===== src/async_serial_cfg.svh =====
`ifndef ASYNC_SERIAL_CFG_SVH
`define ASYNC_SERIAL_CFG_SVH

// Oversample ticks per bit minus one
`define OS_MAX_DIV16 4'hF
`define OS_MAX_DIV8 4'h7
// Infrared pulse width in oversample ticks (3/16 of a bit, or 2/8 in high-speed mode)
`define IR_NORM_TICKS_DIV16 4'h3
`define IR_NORM_TICKS_DIV8 4'h2
// Low-power infrared pulse width in divided reference ticks
`define IR_LP_TICKS 2'h3
// FIFO trigger levels in eighths of depth
`define LVL_EIGHTHS_1_8 1
`define LVL_EIGHTHS_1_4 2
`define LVL_EIGHTHS_1_2 4
`define LVL_EIGHTHS_3_4 6
`define LVL_EIGHTHS_7_8 7
// Idle level of the serial line
`define LINE_IDLE 1'b1
// Fixed character length in 9-bit and smart-card modes, and base of the 5 to 8 bit range
`define NB_NINE 4'h9
`define NB_CARD 4'h8
`define NB_BASE 4'h5

`endif


===== src/async_serial_pkg.sv =====
`default_nettype none
package async_serial_pkg;

  typedef struct packed {
    logic tx_en;
    logic rx_en;
    logic high_speed;
    logic [1:0] wlen;
    logic par_en;
    logic par_even;
    logic par_stick;
    logic two_stop;
    logic send_break;
    logic fifo_en;
    logic [2:0] rx_lvl;
    logic [2:0] tx_lvl;
    logic ir_en;
    logic ir_low_power;
    logic nine_bit;
    logic card_en;
    logic clk_sel_alt;
    logic cts_en;
    logic rts_en;
  } cfg_t;

  typedef struct packed {
    logic rx;
    logic tx;
    logic flow;
    logic modem;
    logic err;
    logic eot;
  } int_t;

  typedef struct packed {
    logic frame;
    logic parity;
    logic brk;
    logic overrun;
  } err_t;

  typedef enum logic [2:0] {
    TX_IDLE = 3'h0,
    TX_START = 3'h1,
    TX_DATA = 3'h3,
    TX_PAR = 3'h2,
    TX_STOP = 3'h6
  } tx_state_t;

  typedef enum logic [2:0] {
    RX_IDLE = 3'h0,
    RX_START = 3'h1,
    RX_DATA = 3'h3,
    RX_PAR = 3'h2,
    RX_STOP = 3'h6,
    RX_NACK = 3'h7
  } rx_state_t;

endpackage
`default_nettype wire


===== src/async_serial_transceiver.sv =====
// Functional notes
// - One interrupt output, high when any unmasked source is active.
// - Receive, transmit, flow, modem status and error sources each maskable.
// - Oversampling by 16 normally, by 8 in high-speed mode.
// - Separate transmit and receive FIFOs, sixteen entries each.
// - FIFO disable gives one-entry double-buffered holding registers.
// - Trigger level of 1/8, 1/4, 1/2, 3/4 or 7/8 depth.
// - Five to eight data bits, both directions.
// - Even, odd, stick or no parity; receiver flags mismatch.
// - One or two stop bits sent.
// - Break sent on command in plain serial mode only; received break detected and reported.
// - Infrared codec or plain serial selected by configuration.
// - Infrared mode is half-duplex.
// - Infrared pulses of 3/16 bit (2/8 bit in high-speed mode), or fixed low-power width.
// - Divider of 1 to 256 times the low-power pulse.
// - Modem status inputs are an instance option; flow lines always present.
// - Nine-bit mode, ninth bit marks an address character.
// - FIFO-level and end-of-transmission interrupts.
// - Receive DMA single when data present, burst at trigger level.
// - Transmit DMA single when space free, burst at trigger level.
// - Baud generator clocked from core or alternate clock source.
// - Smart-card mode: 8 bits, even parity, guard time, error NACK.
// - Transmitter and receiver keep independent bit timing.
`timescale 1ns/1ps
`default_nettype none
`include "async_serial_cfg.svh"
module async_serial_transceiver #(
  parameter int DEPTH = 16,
  parameter bit MODEM_STATUS = 1'b1
) (
  input wire logic ref_clk,
  input wire logic nrst,
  input wire async_serial_pkg::cfg_t cfg,
  input wire logic [15:0] baud_div,
  input wire logic [7:0] ir_lp_div,
  input wire logic alternate_clock_source,
  input wire logic [8:0] tx_data,
  input wire logic tx_valid,
  output logic tx_ready,
  output logic [8:0] rx_data,
  output logic rx_valid,
  input wire logic rx_pop,
  input wire logic rxd,
  output logic txd,
  input wire logic ir_rx,
  output logic ir_tx,
  input wire logic cts_n,
  output logic rts_n,
  input wire logic dsr_n,
  input wire logic dcd_n,
  input wire logic ri_n,
  input wire async_serial_pkg::int_t int_mask,
  input wire async_serial_pkg::int_t int_clear,
  output async_serial_pkg::int_t int_status,
  output logic irq,
  input wire async_serial_pkg::err_t err_clear,
  output async_serial_pkg::err_t err_status,
  output logic tx_busy,
  output logic rx_dma_single,
  output logic rx_dma_burst,
  output logic tx_dma_single,
  output logic tx_dma_burst
);
  localparam int AW = $clog2(DEPTH);
  localparam int CW = AW + 1;

  typedef struct packed {
    logic [DEPTH-1:0][8:0] tmem;
    logic [AW-1:0] twp;
    logic [AW-1:0] trp;
    logic [CW-1:0] tcnt;
    logic [DEPTH-1:0][8:0] rmem;
    logic [AW-1:0] rwp;
    logic [AW-1:0] rrp;
    logic [CW-1:0] rcnt;
    async_serial_pkg::tx_state_t ts;
    logic [3:0] tos;
    logic [3:0] tbits;
    logic [8:0] tsh;
    logic tpar;
    logic tstop2;
    logic tline;
    async_serial_pkg::rx_state_t rs;
    logic [3:0] ros;
    logic [3:0] rbits;
    logic [8:0] rsh;
    logic rperr;
    logic rnack;
    logic [15:0] bcnt;
    logic [7:0] lpcnt;
    logic [1:0] lpw;
    logic [3:0] irh;
    logic cts_q;
    logic dsr_q;
    logic dcd_q;
    logic ri_q;
    async_serial_pkg::int_t sticky;
    async_serial_pkg::err_t err;
    logic txo;
    logic irtxo;
  } st_t;

  st_t st_reg;
  st_t st_next;

  function automatic logic [CW-1:0] thr(input logic fifo_en, input logic [2:0] lvl);
    int e;
    case (lvl)
      3'h0: e = `LVL_EIGHTHS_1_8;
      3'h1: e = `LVL_EIGHTHS_1_4;
      3'h2: e = `LVL_EIGHTHS_1_2;
      3'h3: e = `LVL_EIGHTHS_3_4;
      default: e = `LVL_EIGHTHS_7_8;
    endcase
    thr = fifo_en ? CW'((DEPTH * e) / 8) : CW'(1);
  endfunction

  logic [CW-1:0] deff, rthr, tthr;
  logic [3:0] osm, nb;
  logic [8:0] nmask, rdat;
  logic usep, even, stick, two, src, tick, lptick, rline, tpush, tpop, rpush, rpop;
  logic tend, rsamp, bitstart, par_rx;
  async_serial_pkg::int_t raw, iset;
  async_serial_pkg::err_t eset;

  always_comb begin
    st_next = st_reg;
    tpop = 1'b0;
    rpush = 1'b0;
    bitstart = 1'b0;
    iset = '0;
    eset = '0;
    deff = cfg.fifo_en ? CW'(DEPTH) : CW'(1);
    rthr = thr(cfg.fifo_en, cfg.rx_lvl);
    tthr = thr(cfg.fifo_en, cfg.tx_lvl);
    osm = cfg.high_speed ? `OS_MAX_DIV8 : `OS_MAX_DIV16;
    nb = cfg.card_en ? `NB_CARD : cfg.nine_bit ? `NB_NINE : `NB_BASE + {2'h0, cfg.wlen};
    nmask = 9'h1FF >> (4'h9 - nb);
    usep = cfg.card_en | (cfg.par_en & ~cfg.nine_bit);
    even = cfg.card_en | cfg.par_even;
    stick = ~cfg.card_en & cfg.par_stick;
    two = cfg.card_en | cfg.two_stop;
    // Baud tick from the selected clock source
    src = cfg.clk_sel_alt ? alternate_clock_source : 1'b1;
    tick = src && (st_reg.bcnt == 16'h0000);
    if (src) begin
      st_next.bcnt = (st_reg.bcnt == 16'h0000) ?
        ((baud_div == 16'h0000) ? 16'h0000 : baud_div - 16'h0001) : st_reg.bcnt - 16'h0001;
    end
    lptick = (st_reg.lpcnt == 8'h00);
    st_next.lpcnt = lptick ? ir_lp_div : st_reg.lpcnt - 8'h01;
    // Transmit FIFO write side
    tpush = tx_valid && (st_reg.tcnt < deff);
    if (tpush) begin
      st_next.tmem[st_reg.twp] = tx_data & nmask;
      st_next.twp = st_reg.twp + AW'(1);
    end
    // Transmitter, own oversample counter
    tend = tick && (st_reg.tos == osm);
    case (st_reg.ts)
      async_serial_pkg::TX_IDLE: begin
        if (cfg.tx_en && st_reg.tcnt != '0 && !(cfg.cts_en && cts_n) && tick) begin
          tpop = 1'b1;
          st_next.tsh = st_reg.tmem[st_reg.trp];
          st_next.tpar = stick ? ~even : (^st_reg.tmem[st_reg.trp]) ^ ~even;
          st_next.ts = async_serial_pkg::TX_START;
          st_next.tos = 4'h0;
          st_next.tline = 1'b0;
          bitstart = 1'b1;
        end
      end
      async_serial_pkg::TX_START: begin
        if (tend) begin
          st_next.ts = async_serial_pkg::TX_DATA;
          st_next.tbits = 4'h0;
          st_next.tline = st_reg.tsh[0];
          bitstart = 1'b1;
        end
      end
      async_serial_pkg::TX_DATA: begin
        if (tend) begin
          st_next.tsh = st_reg.tsh >> 1;
          st_next.tbits = st_reg.tbits + 4'h1;
          bitstart = 1'b1;
          if (st_reg.tbits == nb - 4'h1) begin
            st_next.ts = usep ? async_serial_pkg::TX_PAR : async_serial_pkg::TX_STOP;
            st_next.tline = usep ? st_reg.tpar : `LINE_IDLE;
            st_next.tstop2 = two;
          end else begin
            st_next.tline = st_reg.tsh[1];
          end
        end
      end
      async_serial_pkg::TX_PAR: begin
        if (tend) begin
          st_next.ts = async_serial_pkg::TX_STOP;
          st_next.tline = `LINE_IDLE;
          st_next.tstop2 = two;
        end
      end
      async_serial_pkg::TX_STOP: begin
        if (tend) begin
          st_next.tstop2 = 1'b0;
          if (!st_reg.tstop2) begin
            st_next.ts = async_serial_pkg::TX_IDLE;
            iset.eot = (st_reg.tcnt == '0) && !tpush;
          end
        end
      end
      default: begin
        st_next.ts = async_serial_pkg::TX_IDLE;
        st_next.tline = `LINE_IDLE;
      end
    endcase
    if (tick) begin
      st_next.tos = (st_reg.ts == async_serial_pkg::TX_IDLE || tend) ? 4'h0 : st_reg.tos + 4'h1;
    end
    if (tpop) begin
      st_next.trp = st_reg.trp + AW'(1);
    end
    st_next.tcnt = st_reg.tcnt + CW'(tpush) - CW'(tpop);
    // Infrared decoder stretches a pulse over one bit
    if (ir_rx) begin
      st_next.irh = osm;
    end else if (tick && st_reg.irh != 4'h0) begin
      st_next.irh = st_reg.irh - 4'h1;
    end
    rline = cfg.ir_en ? ((~ir_rx && st_reg.irh == 4'h0) || st_reg.ts != async_serial_pkg::TX_IDLE) : rxd;
    // Receiver, own oversample counter
    rsamp = tick && (st_reg.ros == osm);
    rdat = (st_reg.rsh >> (4'h9 - nb)) & nmask;
    par_rx = stick ? ~even : (^rdat) ^ ~even;
    if (tick) begin
      st_next.ros = rsamp ? 4'h0 : st_reg.ros + 4'h1;
    end
    case (st_reg.rs)
      async_serial_pkg::RX_IDLE: begin
        st_next.ros = 4'h0;
        if (tick && cfg.rx_en && !rline) begin
          st_next.rs = async_serial_pkg::RX_START;
          st_next.rperr = 1'b0;
        end
      end
      async_serial_pkg::RX_START: begin
        if (tick && st_reg.ros == (osm >> 1)) begin
          st_next.ros = 4'h0;
          st_next.rbits = 4'h0;
          st_next.rs = rline ? async_serial_pkg::RX_IDLE : async_serial_pkg::RX_DATA;
        end
      end
      async_serial_pkg::RX_DATA: begin
        if (rsamp) begin
          st_next.rsh = {rline, st_reg.rsh[8:1]};
          st_next.rbits = st_reg.rbits + 4'h1;
          if (st_reg.rbits == nb - 4'h1) begin
            st_next.rs = usep ? async_serial_pkg::RX_PAR : async_serial_pkg::RX_STOP;
          end
        end
      end
      async_serial_pkg::RX_PAR: begin
        if (rsamp) begin
          st_next.rperr = (rline != par_rx);
          st_next.rs = async_serial_pkg::RX_STOP;
        end
      end
      async_serial_pkg::RX_STOP: begin
        if (rsamp) begin
          rpush = 1'b1;
          eset.frame = !rline;
          eset.parity = st_reg.rperr;
          eset.brk = !rline && rdat == 9'h000;
          st_next.rs = (cfg.card_en && st_reg.rperr) ? async_serial_pkg::RX_NACK : async_serial_pkg::RX_IDLE;
          st_next.rnack = cfg.card_en && st_reg.rperr;
        end
      end
      async_serial_pkg::RX_NACK: begin
        if (rsamp) begin
          st_next.rnack = 1'b0;
          st_next.rs = async_serial_pkg::RX_IDLE;
        end
      end
      default: begin
        st_next.rs = async_serial_pkg::RX_IDLE;
      end
    endcase
    // Receive FIFO
    rpop = rx_pop && (st_reg.rcnt != '0);
    if (rpush && (st_reg.rcnt >= deff) && !rpop) begin
      eset.overrun = 1'b1;
      rpush = 1'b0;
    end
    if (rpush) begin
      st_next.rmem[st_reg.rwp] = rdat;
      st_next.rwp = st_reg.rwp + AW'(1);
    end
    if (rpop) begin
      st_next.rrp = st_reg.rrp + AW'(1);
    end
    st_next.rcnt = st_reg.rcnt + CW'(rpush) - CW'(rpop);
    // Modem lines
    st_next.cts_q = cts_n;
    st_next.dsr_q = dsr_n;
    st_next.dcd_q = dcd_n;
    st_next.ri_q = ri_n;
    iset.flow = (st_reg.cts_q != cts_n);
    iset.modem = MODEM_STATUS && ((st_reg.dsr_q != dsr_n) || (st_reg.dcd_q != dcd_n) || (st_reg.ri_q != ri_n));
    // Sticky flags, a new event wins over a clear
    st_next.sticky = (st_reg.sticky & ~int_clear) | iset;
    st_next.err = (st_reg.err & ~err_clear) | eset;
    // Infrared encoder
    if (bitstart && !st_next.tline) begin
      st_next.lpw = `IR_LP_TICKS;
    end else if (lptick && st_reg.lpw != 2'h0) begin
      st_next.lpw = st_reg.lpw - 2'h1;
    end
    if (cfg.ir_low_power) begin
      st_next.irtxo = cfg.ir_en && st_next.lpw != 2'h0;
    end else begin
      st_next.irtxo = cfg.ir_en && st_next.ts != async_serial_pkg::TX_IDLE && !st_next.tline &&
        st_next.tos < (cfg.high_speed ? `IR_NORM_TICKS_DIV8 : `IR_NORM_TICKS_DIV16);
    end
    st_next.txo = cfg.ir_en ? `LINE_IDLE : (st_next.tline && !cfg.send_break && !st_next.rnack);
    raw.rx = st_reg.rcnt >= rthr;
    raw.tx = cfg.tx_en && (st_reg.tcnt < tthr);
    raw.flow = st_reg.sticky.flow;
    raw.modem = st_reg.sticky.modem;
    raw.err = |st_reg.err;
    raw.eot = st_reg.sticky.eot;
  end

  always_ff @(posedge ref_clk or negedge nrst) begin
    if (!nrst) begin
      st_reg <= '0;
      st_reg.tline <= `LINE_IDLE;
      st_reg.txo <= `LINE_IDLE;
      st_reg.cts_q <= 1'b1;
      st_reg.dsr_q <= 1'b1;
      st_reg.dcd_q <= 1'b1;
      st_reg.ri_q <= 1'b1;
    end else begin
      st_reg <= st_next;
    end
  end

  assign txd = st_reg.txo;
  assign ir_tx = st_reg.irtxo;
  assign tx_ready = st_reg.tcnt < deff;
  assign rx_valid = st_reg.rcnt != '0;
  assign rx_data = st_reg.rmem[st_reg.rrp];
  assign rts_n = cfg.rts_en && (st_reg.rcnt >= rthr);
  assign int_status = raw;
  assign irq = |(raw & int_mask);
  assign err_status = st_reg.err;
  assign tx_busy = st_reg.ts != async_serial_pkg::TX_IDLE;
  assign rx_dma_single = st_reg.rcnt != '0;
  assign rx_dma_burst = st_reg.rcnt >= rthr;
  assign tx_dma_single = st_reg.tcnt < deff;
  assign tx_dma_burst = st_reg.tcnt < tthr;
endmodule
`default_nettype wire


===== config.mk =====
export PLATFORM = sky130hd
export DESIGN_NAME = async_serial_transceiver
export DESIGN_NICKNAME = d
export VERILOG_FILES = /design/src/async_serial_pkg.sv /design/src/async_serial_transceiver.sv
export VERILOG_INCLUDE_DIRS = /design/src
export SDC_FILE = /design/constraint.sdc
export NUM_CORES = 1
export LEC_CHECK = 0
export BUFFER_PORTS_ARGS = -buffer_cell sky130_fd_sc_hd__buf_2
export CAP_MARGIN = 20
export CELL_PAD_IN_SITES_DETAIL_PLACEMENT = 2
export CELL_PAD_IN_SITES_GLOBAL_PLACEMENT = 2
export CORE_MARGIN = 2
export CORE_UTILIZATION = 42
export CTS_BUF_LIST = sky130_fd_sc_hd__clkbuf_4 sky130_fd_sc_hd__clkbuf_8
export CTS_CLUSTER_DIAMETER = 60
export DETAILED_ROUTE_END_ITERATION = 7
export PLACE_DENSITY = 0.9
export SLEW_MARGIN = 10
export SYNTH_ARGS = -nofsm -noshare
export SYNTH_HDL_FRONTEND = slang
export SYNTH_SLANG_ARGS = --single-unit
export TNS_END_PERCENT = 30

===== constraint.sdc =====
create_clock -name ref_clk -period 4.05 [get_ports ref_clk]
set_clock_uncertainty 0.05 [all_clocks]
set_input_delay 0.6075 -clock ref_clk [delete_from_list [all_inputs] [get_ports ref_clk]]
set_output_delay 0.6075 -clock ref_clk [all_outputs]
set_load 0.005 [all_outputs]

==> flow_summary.ini <==
[logic_synthesis]
synthSimpleGateAreaFrac = 0.137
synth.distinct_cells = 72
synthAdderAreaFrac = 0.0362
synthCells = 1937
synth_compound_area_frac = 0.130
synth-xor-area-share = 0.0299
yosys_warnings = 0
synth-edff-count = 0
ys.flop_type = dfrtp_1
synth-seq-cells = 402
async_reset_ff_frac = 1.00
synth_top_family_by_area = simple AND/OR/NAND/NOR gates
ys_seq_area_frac = 0.501
syn_nets = 2078
synth_area_per_cell_um2 = 10.4
synth_area_um2 = 20100
synthMuxAreaShare = 0.128

[route]
drc = 0
wl_mm = 80.1
routed_via_density = 6.17
ant_nets = 0
drtIter0Drc = 1278
drt-wirelength-per-cell_um = 29.3
drt_first_pass_iters = 7
dr_total_vias = 16857

[grt]
use_met1 = 0.364
antenna_found_initial = 4
grt_pass1_vias = 19340
overflow = 0
busiest_layer = met2
grt_pass1_wl_mm = 120
grt_usage = 0.313
grt_max_degree = 106
met3_usage = 0.0473
met2_usage = 0.570

[timing]
finalHoldViolCount = 0
worstMarginPinSlew_ns = 1.04
finalSetupViolCount = 0
fmaxAchievable_mhz = 249
post-route-period-util = 0.990
tns_ns = 0
max-slew-margin-rel = 0.299
drv_slew = 0
layout_min_cycle_time_ns = 4.01

[floorplan]
die_y_um = 223
start_util = 0.423
core_um2 = 47400
dieArea_um2 = 49600
fp-row-count = 80
fp.dieW_um = 223
pin_count = 114

[final_layout]
multi_input_area_um2 = 9320
drive_above_1_share = 0.222
seqCellArea_um2 = 10100
area_growth_pct = 14.6
fillers = 4796
largest_reg_flops = 393
nets = 2202

[power_and_ir_drop]
p_leak_nw = 10.2
ir_drop_mv = 0.296
power_mw = 13.2
powerDensity_nw_per_um2 = 575

[clock_network]
cts_max_level = 3
cts_tree = done
clk_latency_ns = 0.67
cts_inserted_buffers = 74
cts.sink_count = 402
clock-root-buffer = clkbuf_8
clk_path_buf_depth = 3
clk_pin_slew_ns = 0.06

[critical_path]
slowest_stage = ha_1
cpMostUsedCell = xnor2_1
crit_fanout = 10
required_ns = 4.56
endpoint_kind = flip-flop
slowest_delay_ns = 0.52
arrival_ns = 4.52
path_cells = buf_2 -> ha_1 -> or3_1 -> ha_1 -> inv_1 -> nor3_1 -> nand2b_1 -> ha_1 -> xnor2_1 -> xnor2_1 -> xnor2_1 -> o21ai_0 -> o21ai_0 -> xnor2_1 -> o21ai_0
worstSetupPathType = in -> reg
start_kind = primary input

[placed_design]
routabilityCongestion = 0.808
io_buffer_count = 110
dp_hpwl_mm = 46.5

[worst_hold_path]
min_path_type = in -> reg

[status]
status = complete, no violations

[run]
drv_cap = 0
## cell usage in the layout (no fill, tap or decap), drive strengths merged, types with 27 or more instances in the layout
cell | netlist | final
a21oi | 53 | 53
buf | 29 | 166
clkbuf | 94 | 119
dfrtp | 396 | 396
ha | 55 | 55
inv | 55 | 58
mux2 | 64 | 64
mux2i | 44 | 44
mux4 | 63 | 63
nand2 | 330 | 330
nand3 | 57 | 57
nor2 | 89 | 89
nor3 | 27 | 27
o21ai | 311 | 311
xnor2 | 44 | 44
## Yosys cell counts (all sizes together) (3+ instances only)
library cell  instances  share of area
o21bai                4         0.0021
or2                   5         0.0016
xnor2                44          0.019
ha                   55          0.034
mux2                 64          0.036
a31oi                 7         0.0022
o21a                  5         0.0019
and3                 11         0.0034
nor4                  8         0.0028
nand3                57          0.017
o2111ai               3         0.0013
a21oi                53          0.013
mux4                 63          0.071
buf                  29         0.0088
a211oi                4         0.0015
or4b                  3         0.0017
o31ai                 5         0.0026
a22oi                17         0.0064
nor3b                 5         0.0019
o21ai               311          0.078
and2                  7         0.0022
nand2               330          0.062
dfstp                 6         0.0078
a21o                  4         0.0015
nor3                 27         0.0073
a211o                 4         0.0017
or3                  10         0.0031
mux2i                44          0.022
a221oi               17         0.0074
xor2                 22         0.0096
nor2b                10         0.0031
clkbuf               94          0.018
o22ai                 9         0.0028
dfrtp               396           0.49
nor2                 89          0.017
nand4                17         0.0067
a221o                 3         0.0015
inv                  55          0.010
nand3b                4         0.0015
nand2b               10         0.0031
or4                   6         0.0022
## power breakdown
part | internal (mW) | switching, mW | total (mW)
Combinational | 1.41 | 2.07 | 3.48
Sequential | 4.79 | 0.704 | 5.49
Clock | 2.35 | 1.91 | 4.26
Total | 8.55 | 4.69 | 13.2
## final timing paths
path,end,from,cells after the start,slack (ns)
max,st_reg[47],cfg[19],15,0.04
min,txd,cfg[14],2,0.08
max reg2reg,st_reg[95],st_reg[30],18,0.09
min reg2reg,st_reg[334],st_reg[334],2,0.43
max in group asynchronous,txd,nrst,3,2.38
min in group asynchronous,int_status[2],nrst,2,0.59
## worst max-delay path, delay by kind of cell
kind	cells	cell delay (ns)
buffers and inverters	2	0.35
AO/OA/AOI/OAI	3	0.63
XOR/XNOR	4	0.83
AND/OR/NAND/NOR	3	0.97
adder cells (fa/ha/maj)	3	1.13
## final cells by class
type | instances | share of cell area
clock buffer | 119 | 0.0635
clock inverter | 8 | 0.00402
sequential | 402 | 0.437
inverter | 57 | 0.00929
timing repair buffer | 171 | 0.0475
tap | 615 | 0.0334
multi-input combinational | 1355 | 0.405
antenna | 4 | 0.000435
## through the flow
| stage | worst slack [ns] | hold WS, ns | util | cells | area, um2 |
|---|---|---|---|---|---|
| floorplan | 0.0214 | 0.262 | - | 1937 | 20100 |
| finish | 0.0388 | 0.0760 | 0.485 | 2731 | 23000 |
| global placement | 0.108 | 0.407 | 0.450 | 2588 | 21300 |
| CTS | -0.0309 | 0.0492 | 0.484 | 2720 | 22900 |
| global route | -0.105 | 0.0566 | 0.485 | 2731 | 23000 |
| detailed placement | -0.153 | 0.424 | 0.450 | 2588 | 21300 |
## kinds of logic after synthesis
group,count (synthesis)
flops,402
xor+xnor,67
buf+inv,180
fa+ha+maj,57
mux,171
compound gates,459
simple gates,601
## layer usage
layer,up-vias,share of wire
li1,7072,-
met1,8906,0.38
met2,610,0.53
met3,269,0.041
met4,0,0.051
met5,-,0
## what timing repair did
action | CTS | global route
endpoints found under the setup margin | 2 | 6
gates resized for setup | 2 | 7
setup buffers | 0 | 7
pin swaps | 0 | 5
hold buffers | 5 | 0
endpoints found under the hold margin | 6 | 0
(Power assumes the default switching activity.)
